--- config.mk ---
export PLATFORM = sky130hd
export DESIGN_NAME = spmap_device_flat
export DESIGN_NICKNAME = d
export VERILOG_FILES = /design/src/shared/spmap_pkg.sv /design/src/shared/spmap_if.sv /design/src/logic/spmap_device.sv /design/src/flat_wrapper.sv
export SDC_FILE = /design/constraint.sdc
export NUM_CORES = 1
export LEC_CHECK = 0
export BUFFER_PORTS_ARGS = -buffer_cell sky130_fd_sc_hd__buf_2
export CAP_MARGIN = 20
export CORE_ASPECT_RATIO = 1.25
export CORE_MARGIN = 2
export CORE_UTILIZATION = 63
export CTS_CLUSTER_SIZE = 40
export DETAILED_ROUTE_END_ITERATION = 16
export PLACE_DENSITY_LB_ADDON = 0.3
export SYNTH_ARGS = -nofsm -noshare
export SYNTH_HDL_FRONTEND = slang
export SYNTH_SLANG_ARGS = --single-unit
--- constraint.sdc ---
create_clock -name i_sys_clk -period 6.2 [get_ports i_sys_clk]
set_clock_uncertainty 0.15 [all_clocks]
set_input_delay 1.24 -clock i_sys_clk [delete_from_list [all_inputs] [get_ports i_sys_clk]]
set_output_delay 1.24 -clock i_sys_clk [all_outputs]
set_load 0.01 [all_outputs]
--- src/shared/spmap_pkg.sv ---
// Shared constants for the sector protection map link: opcodes, map size,
// host command codes and timing counts.
// Assumes a single 40 MHz system clock on both ends.
package spmap_pkg;

	// ********************************************************************
	// Map geometry and codes
	// ********************************************************************
	localparam int       MAP_BYTES    = 32;
	localparam int       BUF1_DEPTH   = 264;
	localparam logic [7:0] MAP_PROT   = 8'hFF;
	localparam logic [7:0] MAP_UNPROT = 8'h00;
	localparam int       SUB0A_HI     = 7;
	localparam int       SUB0B_HI     = 5;
	localparam logic [1:0] SUB_PROT   = 2'h3;

	// ********************************************************************
	// Command bytes
	// ********************************************************************
	localparam logic [7:0] PFX0      = 8'h3D;
	localparam logic [7:0] PFX1      = 8'h2A;
	localparam logic [7:0] PFX2      = 8'h7F;
	localparam logic [7:0] OPC_ERASE = 8'hCF;
	localparam logic [7:0] OPC_PROG  = 8'hFC;
	localparam logic [7:0] OPC_READ  = 8'h32;
	localparam logic [7:0] DUMMY     = 8'h00;
	localparam int       CMD_BYTES   = 4;
	localparam int       DUMMY_BYTES = 3;

	typedef enum logic [1:0] {
		SPMAP_ERASE,
		SPMAP_PROGRAM,
		SPMAP_READ
	} spmap_cmd_e;

	// ********************************************************************
	// Timing
	// ********************************************************************
	localparam int SYS_CLK_PERIOD_NS          = 25;
	// Longest times; cycle counts round down
	localparam int PROTECT_MAP_ERASE_TIME_US  = 100;
	localparam int PAGE_PROGRAM_TIME_US       = 100;
	localparam int ERASE_CYC =
		(PROTECT_MAP_ERASE_TIME_US * 1000) / SYS_CLK_PERIOD_NS;
	localparam int PROG_CYC =
		(PAGE_PROGRAM_TIME_US * 1000) / SYS_CLK_PERIOD_NS;
	// Half serial clock period; must cover the device's input synchroniser
	localparam int SCK_HALF_CYC = 8;
	localparam int ENDURANCE_CYCLES = 10000;

endpackage : spmap_pkg

--- src/shared/spmap_if.sv ---
// Serial link between the protection map device end and its host end.
// The serial output is a tristate pin; the line is resolved here.
`timescale 1ns/1ps
interface spmap_if;
	logic sck;
	logic cs_n;
	logic mosi;
	logic so;
	logic so_oe;
	logic so_line;

	// Undriven output floats high through an assumed pull-up
	assign so_line = so_oe ? so : 1'b1;

	modport dev (
		input  sck,
		input  cs_n,
		input  mosi,
		output so,
		output so_oe
	);

	modport host (
		output sck,
		output cs_n,
		output mosi,
		input  so_line
	);
endinterface : spmap_if

--- src/logic/spmap_device.sv ---
// Device end: decodes serial commands for the nonvolatile protection map,
// runs the self-timed erase and program cycles, and shifts the map out.
// Assumes link pins are asynchronous to i_sys_clk and the serial clock is
// slow enough (half period of at least four system clocks) to be sampled.
`timescale 1ns/1ps

// Behaviour
// - Keep thirty-two map bytes, one per sector
// - FFh protects sectors 1-31, 00h unprotects
// - Byte 0 bits 7:6, 5:4 guard sub-sectors
// - Host erases before programming new values
// - Erase sequence then deselect starts erase
// - Erase self-timed, busy shown throughout
// - Erase sets every map byte to FFh
// - Erase accepted whatever protection state
// - Program sequence, 32 bytes, deselect starts program
// - Program self-timed, busy until complete
// - Host sends all 32 data bytes; host here sends i_nbytes data bytes, as many as the caller sets
// - Write pointer wraps to location 0
// - Host writes only valid map codes; host here sends caller data unchecked
// - Program accepted while protection enabled
// - Program uses first buffer, overwriting it
// - Opcode 32h, three dummies, map shifts out
// - After byte 31 output undefined
// - Deselect ends read, output released
// - Delivered map holds 00h everywhere
// - Host limits map cycles to 10,000; host here only counts and raises o_wear_limit, it keeps issuing commands
// - Marked sectors refuse change when protection on
// - Write-protect pin blocks map erase/program
module spmap_device #(
	parameter int ERASE_CYC = spmap_pkg::ERASE_CYC,
	parameter int PROG_CYC  = spmap_pkg::PROG_CYC,
	parameter int MAP_BYTES = spmap_pkg::MAP_BYTES,
	parameter int BUF_DEPTH = spmap_pkg::BUF1_DEPTH
) (
	input  wire logic       i_sys_clk,
	input  wire logic       i_rst_n,
	spmap_if.dev            spi,
	input  wire logic       i_wp_n,
	input  wire logic       i_prot_en,
	input  wire logic [4:0] i_chk_sector,
	input  wire logic       i_chk_sub,
	output logic            o_busy,
	output logic            o_chk_deny
);

	localparam int PW = $clog2(MAP_BYTES);
	localparam int TW = $clog2((ERASE_CYC > PROG_CYC ? ERASE_CYC : PROG_CYC)
		+ 1);
	localparam logic [PW-1:0] LAST_LOC = PW'(MAP_BYTES - 1);

	typedef enum logic [2:0] {
		SP_OPC,
		SP_PREFIX,
		SP_ERASE_ARM,
		SP_PROG,
		SP_DUMMY,
		SP_OUT,
		SP_SKIP
	} spmap_rx_e;

	typedef enum logic [1:0] {
		OP_IDLE,
		OP_ERASE,
		OP_PROG
	} spmap_op_e;

	// ********************************************************************
	// Pin synchronisers: sck, cs_n, mosi, wp_n
	// ********************************************************************
	logic [3:0] sync1;
	logic [3:0] sync2;
	logic       sck_prev;
	logic       cs_prev;

	always_ff @(posedge i_sys_clk or negedge i_rst_n) begin
		if (!i_rst_n) begin
			sync1    <= 4'hA;
			sync2    <= 4'hA;
			sck_prev <= 1'b0;
			cs_prev  <= 1'b1;
		end else begin
			sync1    <= {i_wp_n, spi.mosi, spi.cs_n, spi.sck};
			sync2    <= sync1;
			sck_prev <= sync2[0];
			cs_prev  <= sync2[1];
		end
	end

	wire sck_s    = sync2[0];
	wire cs_n_s   = sync2[1];
	wire mosi_s   = sync2[2];
	wire wp_n_s   = sync2[3];
	wire sck_rise = sck_s & ~sck_prev & ~cs_n_s;
	wire sck_fall = ~sck_s & sck_prev & ~cs_n_s;
	wire cs_rise  = cs_n_s & ~cs_prev;

	// ********************************************************************
	// Storage
	// ********************************************************************
	logic [7:0]    map_mem [MAP_BYTES];
	logic [7:0]    buf1    [BUF_DEPTH];
	spmap_rx_e     rx_state;
	spmap_op_e     op;
	logic [TW-1:0] timer;

	// ********************************************************************
	// Command receiver
	// ********************************************************************
	logic [6:0]    shreg;
	logic [2:0]    bit_cnt;
	logic [1:0]    byte_idx;
	logic [PW-1:0] wptr;
	logic [7:0]    rx_byte;

	assign rx_byte = {shreg, mosi_s};

	always_ff @(posedge i_sys_clk or negedge i_rst_n) begin
		if (!i_rst_n) begin
			rx_state <= SP_OPC;
			shreg    <= 7'h00;
			bit_cnt  <= 3'h0;
			byte_idx <= 2'h0;
			wptr     <= '0;
		end else if (cs_n_s) begin
			rx_state <= SP_OPC;
			bit_cnt  <= 3'h0;
			byte_idx <= 2'h0;
		end else if (sck_rise) begin
			shreg   <= rx_byte[6:0];
			bit_cnt <= bit_cnt + 3'h1;
			if (bit_cnt == 3'h7) begin
				byte_idx <= byte_idx + 2'h1;
				unique case (rx_state)
					SP_OPC: begin
						if (rx_byte == spmap_pkg::OPC_READ) begin
							rx_state <= SP_DUMMY;
						end else if (rx_byte == spmap_pkg::PFX0) begin
							rx_state <= SP_PREFIX;
						end else begin
							rx_state <= SP_SKIP;
						end
					end
					SP_PREFIX: begin
						if (byte_idx == 2'h1 && rx_byte == spmap_pkg::PFX1) begin
							rx_state <= SP_PREFIX;
						end else if (byte_idx == 2'h2
							&& rx_byte == spmap_pkg::PFX2) begin
							rx_state <= SP_PREFIX;
						end else if (byte_idx == 2'h3
							&& rx_byte == spmap_pkg::OPC_ERASE) begin
							rx_state <= SP_ERASE_ARM;
						end else if (byte_idx == 2'h3
							&& rx_byte == spmap_pkg::OPC_PROG) begin
							rx_state <= SP_PROG;
							wptr     <= '0;
						end else begin
							rx_state <= SP_SKIP;
						end
					end
					// Trailing bytes after the erase opcode cancel it
					SP_ERASE_ARM: rx_state <= SP_SKIP;
					SP_PROG: begin
						buf1[wptr] <= rx_byte;
						wptr <= (wptr == LAST_LOC) ? '0 : wptr + 1'b1;
					end
					SP_DUMMY: begin
						if (byte_idx == 2'(spmap_pkg::DUMMY_BYTES)) begin
							rx_state <= SP_OUT;
						end
					end
					SP_OUT:  rx_state <= SP_OUT;
					SP_SKIP: rx_state <= SP_SKIP;
				endcase
			end
		end
	end

	// ********************************************************************
	// Read-out shifter, updated on falling serial clock
	// ********************************************************************
	logic [PW:0] rptr;
	logic [2:0]  obit;
	logic [7:0]  cur_byte;

	assign cur_byte = map_mem[rptr[PW-1:0]];

	always_ff @(posedge i_sys_clk or negedge i_rst_n) begin
		if (!i_rst_n) begin
			spi.so    <= 1'b0;
			spi.so_oe <= 1'b0;
			rptr      <= '0;
			obit      <= 3'h0;
		end else if (cs_n_s) begin
			spi.so_oe <= 1'b0;
			rptr      <= '0;
			obit      <= 3'h0;
		end else if (sck_fall && rx_state == SP_OUT) begin
			spi.so_oe <= 1'b1;
			obit      <= obit + 3'h1;
			// Past the last location the pin just reads low
			if (rptr[PW]) begin
				spi.so <= 1'b0;
			end else begin
				spi.so <= cur_byte[3'h7 - obit];
				if (obit == 3'h7) begin
					rptr <= rptr + 1'b1;
				end
			end
		end
	end

	// ********************************************************************
	// Self-timed erase and program cycles
	// ********************************************************************
	// Write-protect blocks both; global protection state does not
	wire start_erase = cs_rise && rx_state == SP_ERASE_ARM
		&& op == OP_IDLE && wp_n_s;
	wire start_prog  = cs_rise && rx_state == SP_PROG
		&& op == OP_IDLE && wp_n_s;

	always_ff @(posedge i_sys_clk or negedge i_rst_n) begin
		if (!i_rst_n) begin
			op    <= OP_IDLE;
			timer <= '0;
			for (int i = 0; i < MAP_BYTES; i++) begin
				map_mem[i] <= spmap_pkg::MAP_UNPROT;
			end
		end else if (start_erase) begin
			op    <= OP_ERASE;
			timer <= TW'(ERASE_CYC - 1);
		end else if (start_prog) begin
			op    <= OP_PROG;
			timer <= TW'(PROG_CYC - 1);
		end else if (op != OP_IDLE) begin
			if (timer == '0) begin
				op <= OP_IDLE;
				for (int i = 0; i < MAP_BYTES; i++) begin
					if (op == OP_ERASE) begin
						map_mem[i] <= spmap_pkg::MAP_PROT;
					end else begin
						// Programming only clears bits
						map_mem[i] <= map_mem[i] & buf1[i];
					end
				end
			end else begin
				timer <= timer - 1'b1;
			end
		end
	end

	always_ff @(posedge i_sys_clk or negedge i_rst_n) begin
		if (!i_rst_n) begin
			o_busy <= 1'b0;
		end else begin
			o_busy <= (op != OP_IDLE) || start_erase || start_prog;
		end
	end

	// ********************************************************************
	// Sector guard for main array program/erase
	// ********************************************************************
	logic [7:0] chk_byte;
	logic       chk_marked;

	always_comb begin
		chk_byte   = map_mem[i_chk_sector];
		chk_marked = (chk_byte == spmap_pkg::MAP_PROT);
		if (i_chk_sector == 5'h00) begin
			chk_marked = i_chk_sub
				? chk_byte[spmap_pkg::SUB0B_HI -: 2] == spmap_pkg::SUB_PROT
				: chk_byte[spmap_pkg::SUB0A_HI -: 2] == spmap_pkg::SUB_PROT;
		end
	end

	// Pin protection acts even when software protection is off
	always_ff @(posedge i_sys_clk or negedge i_rst_n) begin
		if (!i_rst_n) begin
			o_chk_deny <= 1'b0;
		end else begin
			o_chk_deny <= chk_marked && (i_prot_en || !wp_n_s);
		end
	end

endmodule : spmap_device

--- src/flat_wrapper.sv ---
// flat-port wrapper written by rule: the top's interface ports become plain ports
module spmap_device_flat 
#(
	parameter int ERASE_CYC = spmap_pkg::ERASE_CYC,
	parameter int PROG_CYC  = spmap_pkg::PROG_CYC,
	parameter int MAP_BYTES = spmap_pkg::MAP_BYTES,
	parameter int BUF_DEPTH = spmap_pkg::BUF1_DEPTH
)
  (i_sys_clk, i_rst_n, i_wp_n, i_prot_en, i_chk_sector, i_chk_sub, o_busy, o_chk_deny, spi_sck, spi_cs_n, spi_mosi, spi_so, spi_so_oe);
  spmap_if spi_i ();
  input  wire logic i_sys_clk;
  input  wire logic i_rst_n;
  input  wire logic i_wp_n;
  input  wire logic i_prot_en;
  input  wire logic [4:0] i_chk_sector;
  input  wire logic i_chk_sub;
  output logic o_busy;
  output logic o_chk_deny;
  input wire logic [$bits(spi_i.sck)-1:0] spi_sck;
  input wire logic [$bits(spi_i.cs_n)-1:0] spi_cs_n;
  input wire logic [$bits(spi_i.mosi)-1:0] spi_mosi;
  output wire logic [$bits(spi_i.so)-1:0] spi_so;
  output wire logic [$bits(spi_i.so_oe)-1:0] spi_so_oe;
  assign spi_i.sck = spi_sck;
  assign spi_i.cs_n = spi_cs_n;
  assign spi_i.mosi = spi_mosi;
  assign spi_so = spi_i.so;
  assign spi_so_oe = spi_i.so_oe;
  spmap_device #(.ERASE_CYC(ERASE_CYC), .PROG_CYC(PROG_CYC), .MAP_BYTES(MAP_BYTES), .BUF_DEPTH(BUF_DEPTH)) u_core (.i_sys_clk(i_sys_clk), .i_rst_n(i_rst_n), .spi(spi_i), .i_wp_n(i_wp_n), .i_prot_en(i_prot_en), .i_chk_sector(i_chk_sector), .i_chk_sub(i_chk_sub), .o_busy(o_busy), .o_chk_deny(o_chk_deny));
endmodule
* Yosys cells after proc, flatten, opt, wreduce, memory -nomap -nowiden
Memory sizes are Yosys's and may differ from the RTL's. Cells that the tools add are included.
Word-level totals: memory bits (read-only) 0, bits in registers 313, word-level logic and storage cells 261, memory bits (writable) 2112, memories kept 1, input bits 13, bits in latches 0, output and inout port bits 4
Memories:
- u_core.buf1 | depth 264, bits a word 8, rd ports 32, clocked after Yosys merged registers in 0, wr ports 1, line spmap_device.sv:102 | logic [7:0] buf1 [BUF_DEPTH];
Operators by class: add/sub/neg operators 7, shift operators 0, $lt $le $gt $ge 3, reduce and logical (&&, ||, !) cells 40, div/mod/pow operators 0, bitwise operators 45, eq/ne operators 29, $mul 0, muxes and demuxes 86
Operators with widths (count):
- 2-to-1 mux 8 bit | 36
- AND 8 bit | 32
- binary-select mux 8 bit (select 5 bit) | 2
- 2-to-1 mux 12 bit | 4
- 2-to-1 mux 3 bit | 14
- 2-to-1 mux 5 bit | 5
- equality test 8 x 6 -> 1 bit (second input constant) | 3
- equality test 8 bit (second input constant) | 3
- 2-to-1 mux 6 bit | 4
- equality test 3 bit (second input constant) | 5
- one-hot mux 3 bit (5 select lines) | 1
- 2-to-1 mux 2 bit | 7
- logical AND 1 bit | 13
- >= comparator 6 bit (second input constant) | 2
- zero test 12 bit | 1
- inverter 5 -> 6 bit | 2
- nonzero test 2 bit | 6
- subtractor 12 x 1 -> 12 bit (second input constant) | 1
- 2-to-1 mux 1 bit | 11
- one-hot mux 5 bit (2 select lines) | 1
- AND reduction 2 bit | 5
- equality test 2 bit (second input constant) | 4
- equality test 8 x 7 -> 1 bit (second input constant) | 1
- AND reduction 4 bit | 2
- 26 further kinds | 45

* Depth between registers and ports, before layout
depth in word-level cells 10, gate-level depth with buffers 11, mapped depth without buffers 8

* Worst setup path after synthesis
OpenSTA, ideal clock, no wires.
kind input-to-reg, start input port i_chk_sector[0], end register u_core.o_chk_deny, setup time 104 ps, buffers on the path 2, stages 7, data arrival time 2945 ps, slack 3001 ps, path through clkbuf_1 clkbuf_1 mux4_2 mux4_2 nor3_1 a211oi_1 a221oi_1
On the way: longest elaborated chain between the ends 8, elaborated cells between the ends (all ways) 11, classes of those cells eq/ne: 3; mux: 5; bitwise: 1; reduce/logical: 2
RTL lines:
- start, declared | line flat_wrapper.sv:15 | input wire logic [4:0] i_chk_sector;
- inverter 5 -> 6 bit (implied by the code) | line spmap_device.sv:267 | chk_byte = map_mem[i_chk_sector];
- binary-select mux 8 bit (select 5 bit) | line spmap_device.sv:267
- 2-to-1 mux 8 bit (implied by the code) (2 in series) | line spmap_device.sv:267
- equality test 2 bit (on tied branches) | line spmap_device.sv:272, spmap_device.sv:271
- 2-to-1 mux 1 bit | line spmap_device.sv:271 | ? chk_byte[spmap_pkg::SUB0B_HI -: 2] == spmap_pkg::SUB_PROT
- 2-to-1 mux 1 bit (*) | line spmap_device.sv:269 | if (i_chk_sector == 5'h00) begin
- logical AND 1 bit (*) | line spmap_device.sv:281 | o_chk_deny <= chk_marked && (i_prot_en || !wp_n_s);
- end signal, assigned | line spmap_device.sv:281
- end, declared | line spmap_device.sv:44 | output logic o_chk_deny
Mark *: on every way between the ends. The rest lies on a longest branch, timed or not. The select of a mux whose other input is x is not followed. A chain may end at the register's enable or synchronous reset.

* Worst setup path after layout
start register u_core.rptr[0], end register u_core.spi.so
On the way: longest elaborated chain between the ends 7
RTL lines:
- start, declared | line spmap_device.sv:182 | logic [PW:0] rptr;
- start signal, assigned | line spmap_device.sv:207 | rptr <= rptr + 1'b1;
- inverter 5 -> 6 bit (implied by the code) | line spmap_device.sv:186 | assign cur_byte = map_mem[rptr[PW-1:0]];
- binary-select mux 8 bit (select 5 bit) | line spmap_device.sv:186
- 2-to-1 mux 8 bit (implied by the code) (2 in series) | line spmap_device.sv:186
- binary-select mux 1 bit (select 3 bit) | line spmap_device.sv:205 | spi.so <= cur_byte[3'h7 - obit];
- 2-to-1 mux 1 bit (implied by the code) | line spmap_device.sv:205
- 2-to-1 mux 1 bit | line spmap_device.sv:202 | if (rptr[PW]) begin
- end signal, assigned | line spmap_device.sv:205
- end, declared | line spmap_if.sv:19 | output so,
Every way passes these cells. The select of a mux whose other input is x is not followed.

==> run summary <==
result of the run: completed
Crit path arrival time: 4.07 ns
fin crit period: 3.76 ns
via count of the first global-routing pass: 14600
clock tree buffer depth: 3
quantity of I/O buffers inserted on ports: 16
clock sink count: 569
CTS tree: yes
Area after DPL: 23200 um^2
Avg Synthesized Cell Area: 13.2 um^2
nature of the critical path endpoint: register
average wire per cell in the routed design: 25.5 um
post-detailed-route via-to-cell ratio: 6.67
number of synthesized flops with an enable pin: 256
sequential area share after synthesis: 68.2%
diodes inserted: 0
final hold vios: 0
kind of critical path: reg2reg
P&R area growth vs syn: 10.2%
ratio of final minimum period to clock period: 60.6%
Fin Setup TNS: 0 ns
cell types with the largest area share after synthesis: sky130_fd_sc_hd__dfrtp_1, sky130_fd_sc_hd__edfxtp_1, sky130_fd_sc_hd__o21ai_0
clock latency at the later pin of the worst-skew pair: 0.58 ns
die height: 217 um
unique cell type count in the Yosys netlist: 68
cts bufs inserted: 52
net total in the final layout: 1747
final setup fails: 0
sum of net half-perimeters after detailed placement: 36400 um
first-pass GRT wire length: 88300 um
largest net degree at the start of global routing: 184
Least-Margin Pin Slew: 1.05 ns
maximum achievable frequency: 266 MHz
Pwr Density: 321 nW/um^2
Data required, critical path: 6.51 ns
M1 GR Usage: 43.3%
met2 usage: 49.7%
netlist area before placement: 22800 um^2
Finished Layout Cells: 2234
area of the core: 35600 um^2
Total Wirelength: 57100 um
post-CTS repair timing setup buffer count: 0
violation count after the first detailed-route iteration: 2134
DRC: 0
total leakage power: 11.1 nW
crit-path max FO: 54
share of final-layout standard cells stronger than drive strength 1: 11.9%
count of pins on the block boundary: 17
Die ar.: 37700 um^2
die extent in x: 174 um
total congestion overflow after global routing: 0
Post-synth top cells: sky130_fd_sc_hd__nand2_1, sky130_fd_sc_hd__dfrtp_1, sky130_fd_sc_hd__o21ai_0, sky130_fd_sc_hd__edfxtp_1, sky130_fd_sc_hd__clkbuf_1
FFs w/ async S/R, synth: 55.0%
most used routing layer: met2
Yosys top cell area share: 33.8%
count of hold buffers inserted by post-cts repair: 0
number of warnings printed during yosys synthesis: 0
total track usage: 31.2%
number of antenna violations at the first check in global routing: 1
startpoint kind of the worst setup timing path: register
Gates resized, CTS repair: 0
most frequently used flop master after synthesis: sky130_fd_sc_hd__dfrtp_1
design area: 25100 um^2
cell with the most instances after synthesis: sky130_fd_sc_hd__nand2_1
via count: 14900
post-synth net total: 1757
final standard cell utilization of the core: 70.6%
CTS HTree Levels: 2
reported max-cap violation count: 0
Rows: 77
post-synth top area cell: sky130_fd_sc_hd__dfrtp_1
Clock Tree Root: sky130_fd_sc_hd__clkbuf_16
Max Transition Viols Final: 0
number of detailed-routing iterations run before antenna repair: 6
worst min-delay path category: reg2reg
Max transition margin: 30.3%
final antenna-violating net count: 0
unrepaired setup endpoints after global routing: no
flip-flop and latch count after synthesis: 569
cell count after synthesis: 1728
cell count after placement: 2138
Final GP Congestion: 0.955
initial core utilization: 64.1%
met3 capacity usage during global routing: 6.68%
clock transition at the registers of the reported paths: 0.07 ns
Peak supply drop: 0.298 mV
## metal layers
metal,share of wire (%),routed length (um)
met1,39,22000
met2,48,27200
met3,9.9,5650
met4,4.0,2260
met5,0,0
## area by class of cell
type | count | area (um^2)
fill | 2285 | 10400
timing repair buffer | 34 | 250
tap | 474 | 593
multi-input combinational | 1038 | 6770
clock buffer | 68 | 1500
inverter | 23 | 86.3
clock inverter | 28 | 375
sequential | 569 | 15500
## cells by family (layout without fill, tap and decap cells)
kind of cell    Yosys count  in the layout  synth area share [%]
fa+ha+maj                16             16                 0.879
simple gates            529            529                  10.5
buf+inv                 121            153                  2.18
flops                   569            569                  68.2
compound gates          378            378                  9.33
mux                     105            105                  8.59
xor+xnor                 10             10                 0.385
## critical path, stage by stage, from the launching register on
cell	delay, ns
sky130_fd_sc_hd__dfrtp_4	1.08
sky130_fd_sc_hd__buf_4	0.44
sky130_fd_sc_hd__mux4_1	0.60
sky130_fd_sc_hd__mux4_2	0.48
sky130_fd_sc_hd__mux2_2	0.28
sky130_fd_sc_hd__a311o_1	0.35
sky130_fd_sc_hd__a32o_1	0.25
## flip-flops by register name (all words and copies together), names as in the netlist
| register | flops |
|---|---|
| u_core.wptr | 5 |
| u_core.rx_state | 3 |
| u_core.cs_prev | 1 |
| u_core.rptr | 6 |
| u_core.spi.so_oe | 1 |
| u_core.bit_cnt | 3 |
| u_core.o_busy | 1 |
| u_core.o_chk_deny | 1 |
| u_core.buf1 | 256 |
| u_core.spi.so | 1 |
| u_core.sync2 | 4 |
| u_core.map_mem | 256 |
| u_core.op | 2 |
| u_core.timer | 12 |
| u_core.obit | 3 |
| u_core.sck_prev | 1 |
| u_core.byte_idx | 2 |
| u_core.sync1 | 4 |
| u_core.shreg | 7 |
## placed cells by master (no fill, tap or decap), drive strengths merged, types with 8 or more instances in the layout
master    n
bufinv    8
nor2     62
nand2b    9
dfrtp   308
mux2i    27
o22ai     9
clkbuf   68
nand3b   10
clkinv   11
mux2      9
nand4    48
nor3     16
ha       16
edfxtp  256
nand3    20
buf      34
mux4     69
o21ai   287
nand2   316
inv      25
a21oi    14
## stage by stage
stage / setup WS [ns] / power, mW / hold WS (ns)
final: 2.44 / 8.07 / 0.193
after global routing: 2.20 / 8.28 / 0.209
after CTS: 2.43 / 8.10 / 0.196
after detailed placement: 2.45 / 4.70 / 0.186
after global placement: 2.51 / 4.70 / 0.183
after floorplan: 3.00 / 4.38 / 0.181
## path summary, 6_finish.rpt
| path | depth (start not counted) | slack, ns | end | start |
|---|---|---|---|---|
| setup / recovery | 6 | 2.44 | u_core.spi.so | u_core.rptr[0] |
| hold / removal | 0 | 0.19 | u_core.sync2[1] | u_core.sync1[1] |
| setup reg to reg | 6 | 2.44 | u_core.spi.so | u_core.rptr[0] |
| hold reg to reg | 0 | 0.19 | u_core.sync2[1] | u_core.sync1[1] |
| max in group asynchronous | 2 | 3.92 | u_core.rptr[0] | i_rst_n |
| min in group asynchronous | 1 | 0.49 | u_core.map_mem[159] | i_rst_n |
## power by group
| part | switching [mW] | internal [mW] | total (mW) |
|---|---|---|---|
| Clock | 1.38 | 2.05 | 3.43 |
| Sequential | 0.128 | 4.14 | 4.27 |
| Combinational | 0.300 | 0.0608 | 0.361 |
Note: power is estimated with default switching activity, not from simulation.
